==> src/ppb_defines.vh <==
// Constants of the parallel I/O port bank: geometry, register map, fields.
// Assumes inclusion by bare name from the bank's design files.
`ifndef PPB_DEFINES_VH
`define PPB_DEFINES_VH

// ----------------------------------------
// Port geometry
// ----------------------------------------
`define PPB_W_BIDIR0   8
`define PPB_W_BIDIR1   8
`define PPB_W_BIDIR2   14
`define PPB_W_BIDIR3   4
`define PPB_W_BIDIR4   3
`define PPB_W_BIDIR5   5
`define PPB_W_BIDIR6   16
`define PPB_W_INONLY0  11
`define PPB_W_INONLY1  5
`define PPB_N_ALT      3
`define PPB_N_ALTIN    16

// ----------------------------------------
// Register map: addr[9:7] kind, addr[6:0] index
// ----------------------------------------
`define PPB_ADDR_W     10
`define PPB_DATA_W     16
`define PPB_KIND_MSB   9
`define PPB_KIND_LSB   7
`define PPB_IDX_W      7
`define PPB_KIND_DATA  3'h0
`define PPB_KIND_CFG   3'h1
`define PPB_KIND_ROUTE 3'h2

// ----------------------------------------
// Line configuration fields
// ----------------------------------------
`define PPB_CFG_W      9
`define PPB_CFG_DIR    0
`define PPB_CFG_OD     1
`define PPB_CFG_PEN    2
`define PPB_CFG_PUP    3
`define PPB_CFG_SLOW   4
`define PPB_CFG_DRV_LO 5
`define PPB_CFG_DRV_HI 6
`define PPB_CFG_ALT_LO 7
`define PPB_CFG_ALT_HI 8
`define PPB_CFG_RST    9'h000
`define PPB_CFG_INMASK 9'h00C

// ----------------------------------------
// Data register fields
// ----------------------------------------
`define PPB_DAT_IN     0
`define PPB_DAT_OUT    1
`define PPB_DAT_RST    1'b0

`endif

==> src/ppb_line.v <==
// One port line: output latch, configuration, input synchroniser, pad control.
// Assumes pad inputs synchronous-capable and write strobes decoded by the bank.
`include "ppb_defines.vh"

module ppb_line #(
  parameter HAS_OUT = 1,
  parameter NALT    = `PPB_N_ALT
) (
  // Clock and reset
  input  wire                  clk,
  input  wire                  rstn,
  // Register side
  input  wire                  cfgWr,
  input  wire                  dataWr,
  input  wire [`PPB_CFG_W-1:0] wdata,
  output reg  [`PPB_CFG_W-1:0] cfgQ,
  output reg                   dataQ,
  output wire                  syncIn,
  // Alternate functions
  input  wire [NALT-1:0]       altOut,
  input  wire [NALT-1:0]       altOe,
  // Pad side
  input  wire                  padIn,
  output wire                  padOut,
  output wire                  padOeN,
  output wire                  pullUpEn,
  output wire                  pullDnEn,
  output wire                  slowEdge,
  output wire [1:0]            drive
);

  reg        sync1_q;
  reg        sync2_q;
  reg        altVal;
  reg        altDir;
  reg        claimed;
  wire [1:0] altSel;
  wire       val;
  wire       dir;
  wire       active;
  integer    k;

  // ----------------------------------------
  // Registers
  // ----------------------------------------
  always @(posedge clk) begin
    if (!rstn) begin
      cfgQ    <= `PPB_CFG_RST;
      dataQ   <= `PPB_DAT_RST;
      sync1_q <= 1'b0;
      sync2_q <= 1'b0;
    end else begin
      if (cfgWr)
        cfgQ <= (HAS_OUT != 0) ? wdata : (wdata & `PPB_CFG_INMASK);
      if (dataWr && HAS_OUT != 0)
        dataQ <= wdata[0];
      sync1_q <= padIn;
      sync2_q <= sync1_q;
    end
  end

  assign syncIn = sync2_q;

  // ----------------------------------------
  // Alternate function select
  // ----------------------------------------
  assign altSel = cfgQ[`PPB_CFG_ALT_HI:`PPB_CFG_ALT_LO];

  always @* begin
    altVal  = 1'b0;
    altDir  = 1'b0;
    claimed = 1'b0;
    for (k = 0; k < NALT; k = k + 1) begin
      if (altSel == k + 1) begin
        altVal  = altOut[k];
        altDir  = altOe[k];
        claimed = 1'b1;
      end
    end
  end

  // Unclaimed line falls back to the port registers
  assign val = claimed ? altVal : dataQ;
  assign dir = claimed ? altDir : cfgQ[`PPB_CFG_DIR];

  // ----------------------------------------
  // Pad control
  // ----------------------------------------
  // Open drain releases the pin for a high level
  assign active   = rstn && (HAS_OUT != 0) && dir && !(cfgQ[`PPB_CFG_OD] && val);
  assign padOeN   = !active;
  assign padOut   = cfgQ[`PPB_CFG_OD] ? 1'b0 : val;
  assign pullUpEn = rstn && cfgQ[`PPB_CFG_PEN] && cfgQ[`PPB_CFG_PUP];
  assign pullDnEn = rstn && cfgQ[`PPB_CFG_PEN] && !cfgQ[`PPB_CFG_PUP];
  assign slowEdge = cfgQ[`PPB_CFG_SLOW];
  assign drive    = cfgQ[`PPB_CFG_DRV_HI:`PPB_CFG_DRV_LO];

endmodule

==> src/ppb_port_bank.v <==
// Parallel I/O port bank: seven bidirectional and two input-only ports.
// Assumes a single-cycle register port and pads resolved by the surroundings.
//
// How it works
// - Reset forces inputs, pulls switched off
// - Input direction disables the output driver
// - Per-line direction, drain, pull, edge, strength; input-only lines keep only the pull bits
// - Single line access leaves others untouched
// - Alternate functions routable to several pins
// - Unclaimed lines are plain register-driven I/O
// - Seven bidirectional ports, two input-only ports
// - Widths 8,8,14,4,3,5,16; inputs 11,5
`include "ppb_defines.vh"

module ppb_port_bank #(
  parameter NALT  = `PPB_N_ALT,
  parameter NAIN  = `PPB_N_ALTIN
) (
  // Clock and reset
  input  wire                         clk,
  input  wire                         rstn,
  // Register port
  input  wire [`PPB_ADDR_W-1:0]       addr,
  input  wire [`PPB_DATA_W-1:0]       wdata,
  input  wire                         wrStb,
  input  wire                         rdStb,
  output reg  [`PPB_DATA_W-1:0]       rdata,
  // Alternate peripheral side
  input  wire [74*`PPB_N_ALT-1:0]     altOut,
  input  wire [74*`PPB_N_ALT-1:0]     altOe,
  output reg  [`PPB_N_ALTIN-1:0]      altIn,
  // Pads
  input  wire [73:0]                  padIn,
  output wire [73:0]                  padOut,
  output wire [73:0]                  padOeN,
  output wire [73:0]                  pullUpEn,
  output wire [73:0]                  pullDnEn,
  output wire [73:0]                  slowEdge,
  output wire [147:0]                 drive
);

  // ----------------------------------------
  // Geometry
  // ----------------------------------------
  // Bidirectional lines occupy the low indices, input-only lines the top
  localparam NBIDIR = `PPB_W_BIDIR0 + `PPB_W_BIDIR1 + `PPB_W_BIDIR2 + `PPB_W_BIDIR3
                    + `PPB_W_BIDIR4 + `PPB_W_BIDIR5 + `PPB_W_BIDIR6;
  localparam NINP   = `PPB_W_INONLY0 + `PPB_W_INONLY1;
  localparam NLINE  = NBIDIR + NINP;
  localparam [`PPB_IDX_W-1:0] NLINE_I = NLINE;
  localparam [`PPB_IDX_W-1:0] NAIN_I  = NAIN;

  // ----------------------------------------
  // Address decode
  // ----------------------------------------
  wire [2:0]             kind;
  wire [`PPB_IDX_W-1:0]  idx;
  wire                   lineHit;
  wire                   routeHit;
  wire [NLINE-1:0]       cfgWr;
  wire [NLINE-1:0]       dataWr;
  wire [NLINE-1:0]       syncIn;
  wire [NLINE-1:0]       dataQ;
  wire [NLINE*`PPB_CFG_W-1:0] cfgQ;

  assign kind     = addr[`PPB_KIND_MSB:`PPB_KIND_LSB];
  assign idx      = addr[`PPB_IDX_W-1:0];
  assign lineHit  = (idx < NLINE_I);
  assign routeHit = (idx < NAIN_I);

  // ----------------------------------------
  // Lines
  // ----------------------------------------
  genvar g;
  generate
    for (g = 0; g < NLINE; g = g + 1) begin : gLine
      assign cfgWr[g]  = wrStb && (kind == `PPB_KIND_CFG)  && (idx == g);
      assign dataWr[g] = wrStb && (kind == `PPB_KIND_DATA) && (idx == g);

      ppb_line #(
        .HAS_OUT (g < NBIDIR ? 1 : 0),
        .NALT    (NALT)
      ) uLine (
        .clk      (clk),
        .rstn     (rstn),
        .cfgWr    (cfgWr[g]),
        .dataWr   (dataWr[g]),
        .wdata    (wdata[`PPB_CFG_W-1:0]),
        .cfgQ     (cfgQ[g*`PPB_CFG_W +: `PPB_CFG_W]),
        .dataQ    (dataQ[g]),
        .syncIn   (syncIn[g]),
        .altOut   (altOut[g*NALT +: NALT]),
        .altOe    (altOe[g*NALT +: NALT]),
        .padIn    (padIn[g]),
        .padOut   (padOut[g]),
        .padOeN   (padOeN[g]),
        .pullUpEn (pullUpEn[g]),
        .pullDnEn (pullDnEn[g]),
        .slowEdge (slowEdge[g]),
        .drive    (drive[g*2 +: 2])
      );
    end
  endgenerate

  // ----------------------------------------
  // Alternate input routing
  // ----------------------------------------
  // Each peripheral input picks one synchronised pin
  reg [NAIN*`PPB_IDX_W-1:0] route_q;
  reg [`PPB_IDX_W-1:0]      sel;
  reg [NAIN-1:0]            altNext;
  integer                   j;

  always @(posedge clk) begin
    if (!rstn) begin
      route_q <= {NAIN*`PPB_IDX_W{1'b0}};
    end else if (wrStb && kind == `PPB_KIND_ROUTE && routeHit) begin
      route_q[idx*`PPB_IDX_W +: `PPB_IDX_W] <= wdata[`PPB_IDX_W-1:0];
    end
  end

  // Index beyond the last line reads as low
  always @* begin
    sel     = {`PPB_IDX_W{1'b0}};
    altNext = {NAIN{1'b0}};
    for (j = 0; j < NAIN; j = j + 1) begin
      sel = route_q[j*`PPB_IDX_W +: `PPB_IDX_W];
      if (sel < NLINE_I)
        altNext[j] = syncIn[sel];
    end
  end

  always @(posedge clk) begin
    if (!rstn) begin
      altIn <= {NAIN{1'b0}};
    end else begin
      altIn <= altNext;
    end
  end

  // ----------------------------------------
  // Read path
  // ----------------------------------------
  reg [`PPB_DATA_W-1:0] rdNext;

  always @* begin
    rdNext = {`PPB_DATA_W{1'b0}};
    case (kind)
      `PPB_KIND_DATA: begin
        if (lineHit) begin
          rdNext[`PPB_DAT_IN]  = syncIn[idx];
          rdNext[`PPB_DAT_OUT] = dataQ[idx];
        end
      end
      `PPB_KIND_CFG: begin
        if (lineHit)
          rdNext[`PPB_CFG_W-1:0] = cfgQ[idx*`PPB_CFG_W +: `PPB_CFG_W];
      end
      `PPB_KIND_ROUTE: begin
        if (routeHit)
          rdNext[`PPB_IDX_W-1:0] = route_q[idx*`PPB_IDX_W +: `PPB_IDX_W];
      end
      default: rdNext = {`PPB_DATA_W{1'b0}};
    endcase
  end

  always @(posedge clk) begin
    if (!rstn)
      rdata <= {`PPB_DATA_W{1'b0}};
    else if (rdStb)
      rdata <= rdNext;
    else
      rdata <= {`PPB_DATA_W{1'b0}};
  end

endmodule

==> config.mk <==
export PLATFORM = sky130hd
export DESIGN_NAME = ppb_port_bank
export DESIGN_NICKNAME = d
export VERILOG_FILES = /design/src/ppb_line.v /design/src/ppb_port_bank.v
export VERILOG_INCLUDE_DIRS = /design/src
export SDC_FILE = /design/constraint.sdc
export NUM_CORES = 2
export LEC_CHECK = 0
export BUFFER_PORTS_ARGS = -buffer_cell sky130_fd_sc_hd__buf_2
export CAP_MARGIN = 20
export CORE_AREA = 2 2 432 434
export CTS_BUF_LIST = sky130_fd_sc_hd__clkbuf_4 sky130_fd_sc_hd__clkbuf_8
export DETAILED_ROUTE_END_ITERATION = 7
export DIE_AREA = 0 0 434 436
export GPL_ROUTABILITY_DRIVEN = 0
export PLACE_DENSITY_LB_ADDON = 0.12
export SLEW_MARGIN = 40
export SYNTH_ARGS = -nofsm -noshare
export SYNTH_HDL_FRONTEND = slang
export SYNTH_SLANG_ARGS = --single-unit
==> constraint.sdc <==
create_clock -name clk -period 3.6 [get_ports clk]
set_input_delay 0.54 -clock clk [delete_from_list [all_inputs] [get_ports clk]]
set_output_delay 0.54 -clock clk [all_outputs]
set_load 0.02 [all_outputs]
# Yosys cells after proc, flatten, opt, wreduce, memory -nomap -nowiden
# Index checks and enable logic that the tools add are counted.
# W data, S select, Z words.
[totals] register_bits=904 latch_bits=0 ram_bits=0 rom_bits=0 input_bits=548 out_inout_bits=550 wordCells=2071 n_memories=0
[classes] n_addsub=1 n_mul=2 n_div=0 order_cmp=35 eq_ne=249 shifts=4 muxes=738 n_bitwise=0 reduce_logical=742
[ops] operator="$mux W1" count=714
[ops] operator="$shiftx A666 B12 Y9" count=1
[ops] operator="$logic_and A1 B1 Y1" count=532
[ops] operator="$eq A2 B2 Y1 const B" count=116
[ops] operator="$eq A7 B6 Y1 const B" count=32
[ops] operator="$logic_not A1 Y1" count=190
[ops] operator="$lt A7 B8 Y1 const B" count=17
[ops] operator="$bmux W1 S7" count=18
[ops] operator="$lt A7 B7 Y1 const B" count=17
[ops] operator="$eq A2 B1 Y1 const B" count=58
[ops] operator="$bwmux W112" count=1
[ops] operator="$eq A7 B5 Y1 const B" count=16
[ops] operator="$shift A7 B34 Y112 const A" count=1
[ops] operator="$shiftx A112 B11 Y7" count=1
[ops] operator="$shiftx A7 B34 Y112" count=1
[ops] operator="$eq A7 B7 Y1 const B" count=10
[ops] operator="$eq A7 B4 Y1 const B" count=8
[ops] operator="$neg A10 Y34" count=1
[ops] operator="$reduce_and A2 Y1" count=17
[ops] operator="$eq A7 B3 Y1 const B" count=4
[ops] operator="$eq A7 B2 Y1 const B" count=2
[ops] operator="$mux W7" count=2
[ops] operator="$mul A7 B4 Y11 const B" count=1
[ops] operator="$mul A7 B3 Y10 const B" count=1
[ops] operator="other kinds (10)" count=10

# Longest topological paths before layout
[depth] depth_word=9 mapped_depth=16 ltp_nobuf=8

# Cells and area by module
# From an unflattened synthesis, not the netlist that was laid out.
[unflattened] hier_cells=5623 area_unflattened_um2=58357.2
[by_module_without_submodules] module="ppb_line (gLine[0].uLine ...)" instances=58 cells_per_inst=47 area_per_inst_um2=524.3 seq_area_each_um2=240.2
[by_module_without_submodules] module="ppb_port_bank" instances=1 cells_per_inst=2449 area_per_inst_um2=24046.8 seq_area_each_um2=2742.6
[by_module_without_submodules] module="ppb_line (gLine[58].uLine ...)" instances=16 cells_per_inst=28 area_per_inst_um2=244.0 seq_area_each_um2=80.1

# Least setup slack after synthesis
# No wires, ideal clock.
[synth_timing] path_type="input -> register" startpoint="in addr[1]" endpoint="reg route_q[106]" setup_ns=0.128 arrival_ns=3.629 required_ns=3.472 setup_slack_ns=-0.156 stages=15 cell_sequence="buf_4 -> buf_4 -> buf_2 -> buf_2 -> buf_2 -> inv_1 -> ha_1 -> buf_2 -> nor3b_2 -> buf_2 -> a21oi_1 -> o2111ai_4 -> nor4_4 -> mux2i_1 -> nor2_1"
[synth_between] elab_chain_cells=4 elab_cells_between_ends=7
[synth_lines] element="start, declared" line="ppb_port_bank.v:23" source="input wire [`PPB_ADDR_W-1:0] addr,"
[synth_lines] element="$mul A7 B3 Y10 (no line)"
[synth_lines] element="$neg A10 Y34" line="ppb_port_bank.v:118" source="route_q[idx*`PPB_IDX_W +: `PPB_IDX_W] <= wdata[`PPB_IDX_W-1:0];"
[synth_lines] element="$shiftx A7 B34 Y112 / $shift A7 B34 Y112 (equally long branches)" line="ppb_port_bank.v:118"
[synth_lines] element="$bwmux W112" line="ppb_port_bank.v:118"
[synth_lines] element="end signal, assigned" line="ppb_port_bank.v:116" source="route_q <= {NAIN*`PPB_IDX_W{1'b0}};"
[synth_lines] element="end signal, assigned by index" line="ppb_port_bank.v:118"
[synth_lines] element="end, declared" line="ppb_port_bank.v:109" source="reg [NAIN*`PPB_IDX_W-1:0] route_q;"
# Several ways; a longest one is shown, not always the timed one.
# A chain may end at the register's enable or synchronous reset.

# Worst setup path after layout
[layout_timing] startpoint="reg gLine[3].uLine.cfgQ[8]" endpoint="out padOeN[3]"
[layout_between] elab_chain_cells=9 elab_cells_between_ends=19
[layout_lines] element="start, declared" line="ppb_line.v:16" source="output reg [`PPB_CFG_W-1:0] cfgQ,"
[layout_lines] element="start signal, assigned" line="ppb_line.v:48" source="cfgQ <= `PPB_CFG_RST;"
[layout_lines] element="start signal, assigned" line="ppb_line.v:54" source="cfgQ <= (HAS_OUT != 0) ? wdata : (wdata & `PPB_CFG_INMASK);"
[layout_lines] element="$eq A2 B1 Y1" line="ppb_line.v:74" source="if (altSel == k + 1) begin"
[layout_lines] element="$mux W1 (3 in a row)" line="ppb_line.v:74"
[layout_lines] element="$mux W1" line="ppb_line.v:83" source="assign val = claimed ? altVal : dataQ;"
[layout_lines] element="$logic_and A1 B1 Y1" line="ppb_line.v:90" source="assign active = rstn && (HAS_OUT != 0) && dir && !(cfgQ[`PPB_CFG_OD] && val);"
[layout_lines] element="$logic_not A1 Y1" line="ppb_line.v:90"
[layout_lines] element="$logic_and A1 B1 Y1 (*)" line="ppb_line.v:90"
[layout_lines] element="$logic_not A1 Y1 (*)" line="ppb_line.v:91" source="assign padOeN = !active;"
[layout_lines] element="end, declared" line="ppb_port_bank.v:35" source="output wire [73:0] padOeN,"
# Every way passes the cells marked *; elsewhere a longest branch is shown, timed or not.

==> metrics.cfg <==
[sta]
finalClockSkew_ns=0.0605
hold_viol=0
setup_viol_count_final=0
timing.final.ws_setup_ns=0.375
grt_setup_unrepaired=false
report.final.slew_viol_count=0
setup_tns_ns=0
worst_slew_pin_slew_ns=0.995
post-route-period-util_pct=89.6
fmax_mhz=310
maxSlewHeadroom_pct=32.9
post-route-min-period_ns=3.23

[setup_path]
r2r_cells=6
reg2reg_to=altIn[11]$_SDFF_PN0_
critPathLaunchType=register
reg2reg_setup_slack_ns=0.72
crit_path_end=padOeN[3]
cp.arrival_ns=2.69
end_kind=output port
crit_required_ns=3.06
r2r-start=gLine[17].uLine.syncIn$_SDFF_PN0_
crit_fanout=4
crit_start=gLine[3].uLine.cfgQ[8]$_SDFFE_PN0P_
critical_path_class=register to output port

[synthesis]
synth_xor_xnor_area_share_pct=0.0461
yosysSeqAreaShare_pct=31.5
ys_top_cells_by_count=dfxtp_1 (897), nand2_1 (828), a21oi_1 (668), mux4_2 (606), buf_4 (543)
syn_area_per_cell_um2=9.31
synth_most_common_cell=dfxtp_1
synthDistinctLibCells=88
synthSimpleGateAreaFrac_pct=17.5
synth_top_area_share_pct=31.5
synth-edff-count=0
netlist_area_um2=57100
synth_ff_type=dfxtp_1
async_reset_ff_share_pct=0
ys_ff_latch=897
syn_inst=6129
synthMuxAreaShare_pct=29.0
synth_compound_area_share_pct=10.3
netlist_top_cells_area=dfxtp_1 (31%), mux4_2 (24%), buf_4 (7.1%)
synth_top_family_by_area=multiplexers
synth_fa_ha_area_share_pct=0.0877
yosys_warnings=0
synth.largest_area_cell=dfxtp_1

[clock_network]
clk_path_buf_depth=3
clk_latency_ns=0.96
cts_buffers=167
path_clk_slew_ns=0.06
tritoncts=built
cts-root-buf=clkbuf_8
htree_num_levels=4
clock_sinks=897
cts-resized-gates=0

[placement]
place_ws_ns=0.172
dpl.hpwl_um=218000
port_buffers=907
place_area_um2=61300
numPlacedInstances=8778

[pwr]
peakVddDrop_mv=0.274
power.density_nw_per_um2=360
leakage_nw=24.4

[grt]
met1_usage_pct=40.8
gr-total-overflow=0
grt_pass1_vias=50300
grt_max_degree=170
grt_pass1_wl_um=410000
use_met3_pct=6.96
grt_use_met2_pct=46.5
gr-usage-all-layers_pct=30.7
grt.busiest_layer=met2
antenna_found_initial=46

[job]
drv_cap=0

[die]
die_h_um=436
start_util_pct=30.9
ios=1098
rows=158
core_um2=185000
dieArea_um2=189000
die_x_um=434

[outcome]
status=completed

[cells_and_area]
final_area_um2=65900
finalNonFillerCells=9175
area_growth_pct=15.5
fin_util_pct=35.7
design.final.nets=7096
drive_gt1_share_pct=33.7

[detailed_routing]
drtIter0Drc=6663
route.detailed.wl_per_inst_um=32.8
routed_via_density=5.82
final_antenna_net_count=0
drt_pre_antenna_iters=6
num_vias=53400
drc=0
wl_um=301000

[min_path]
hp-class=primary input to register

==> logic make-up after synthesis <==
group | Yosys count
AOI/OAI and AO/OA | 1052
muxes | 883
adders and majority gates | 4
xor gates and xnor gates | 3
and+or+nand+nor | 2143
other | 2
DFF | 897
buffers and inverters | 1145
==> metrics by stage <==
step	hold WS, ns	power [mW]
after floorplan	0.412	11.5
after global placement	0.419	12.6
after detailed placement	0.419	12.6
after CTS	0.00432	23.8
after global routing	0.0608	24.4
final	0.103	23.7
==> metal layers <==
metal  share of wire (%)  routed length, um
met2                  44             134000
met4                 5.5              16400
met5               0.039                118
met1                  40             122000
met3                 9.7              29100
==> cells in the final DEF, fill, tap and decap left out, drive strengths merged, types with 89 or more instances in the layout <==
| cell type | count |
|---|---|
| nor2 | 317 |
| dfxtp | 897 |
| o21ai | 214 |
| a21oi | 668 |
| and2 | 182 |
| nand2 | 831 |
| and3 | 89 |
| buf | 1203 |
| mux4 | 613 |
| mux2i | 256 |
| clkbuf | 274 |
| nand3 | 533 |
==> power by group <==
group / leakage [nW] / internal [mW] / switching [mW] / total [mW]
Sequential: 7.28 / 10.0 / 0.234 / 10.3
Clock: 1.97 / 6.22 / 4.94 / 11.2
Combinational: 15.2 / 0.852 / 1.44 / 2.30
==> worst min path at each step <==
stage                                        from                              endpoint  slack (ns)  depth (start not counted)
2_1_floorplan   gLine[0].uLine.sync1_q$_SDFF_PN0_      gLine[0].uLine.syncIn$_SDFF_PN0_        0.41                          1
3_3_place_gp   gLine[48].uLine.sync1_q$_SDFF_PN0_     gLine[48].uLine.syncIn$_SDFF_PN0_        0.42                          1
3_5_place_dp   gLine[44].uLine.sync1_q$_SDFF_PN0_     gLine[44].uLine.syncIn$_SDFF_PN0_        0.42                          1
4_1_cts                                  wdata[4]  gLine[53].uLine.cfgQ[4]$_SDFFE_PN0P_       0.004                          3
5_1_grt                                  wdata[4]  gLine[53].uLine.cfgQ[4]$_SDFFE_PN0P_        0.06                          3
6_report                                 wdata[4]  gLine[54].uLine.cfgQ[4]$_SDFFE_PN0P_        0.10                          3
==> cell type report <==
type	count	area (um2)
Sequential cell	897	18000
Clock buffer	274	3360
Timing Repair Buffer	1280	7960
Fill cell	19200	119000
Tap cell	2480	3100
Clock inverter	28	343
Antenna cell	18	45.0
Inverter	26	108
Multi-Input combinational cell	4172	32900
==> timing repair <==
action / 4_1_cts / 5_1_grt
buffers inserted: 0 / 0
hold endpoints to repair: 76 / 0
hold buffers: 77 / 0
==> critical path, stage by stage, from the launching register on <==
cell and delay (ns):
dfxtp_1 0.49, mux4_2 0.55, nand2_1 0.08, nand3_1 0.30
buf_2 0.29
==> registers in the layout, indices dropped and copies added, names as in the netlist <==
| register | cells |
|---|---|
| gLine.uLine.cfgQ | 554 |
| route_q | 112 |
| gLine.uLine.sync1_q | 74 |
| gLine.uLine.syncIn | 74 |
| gLine.uLine.dataQ | 58 |
| altIn | 16 |
| rdata | 9 |
(Power assumes the default switching activity.)
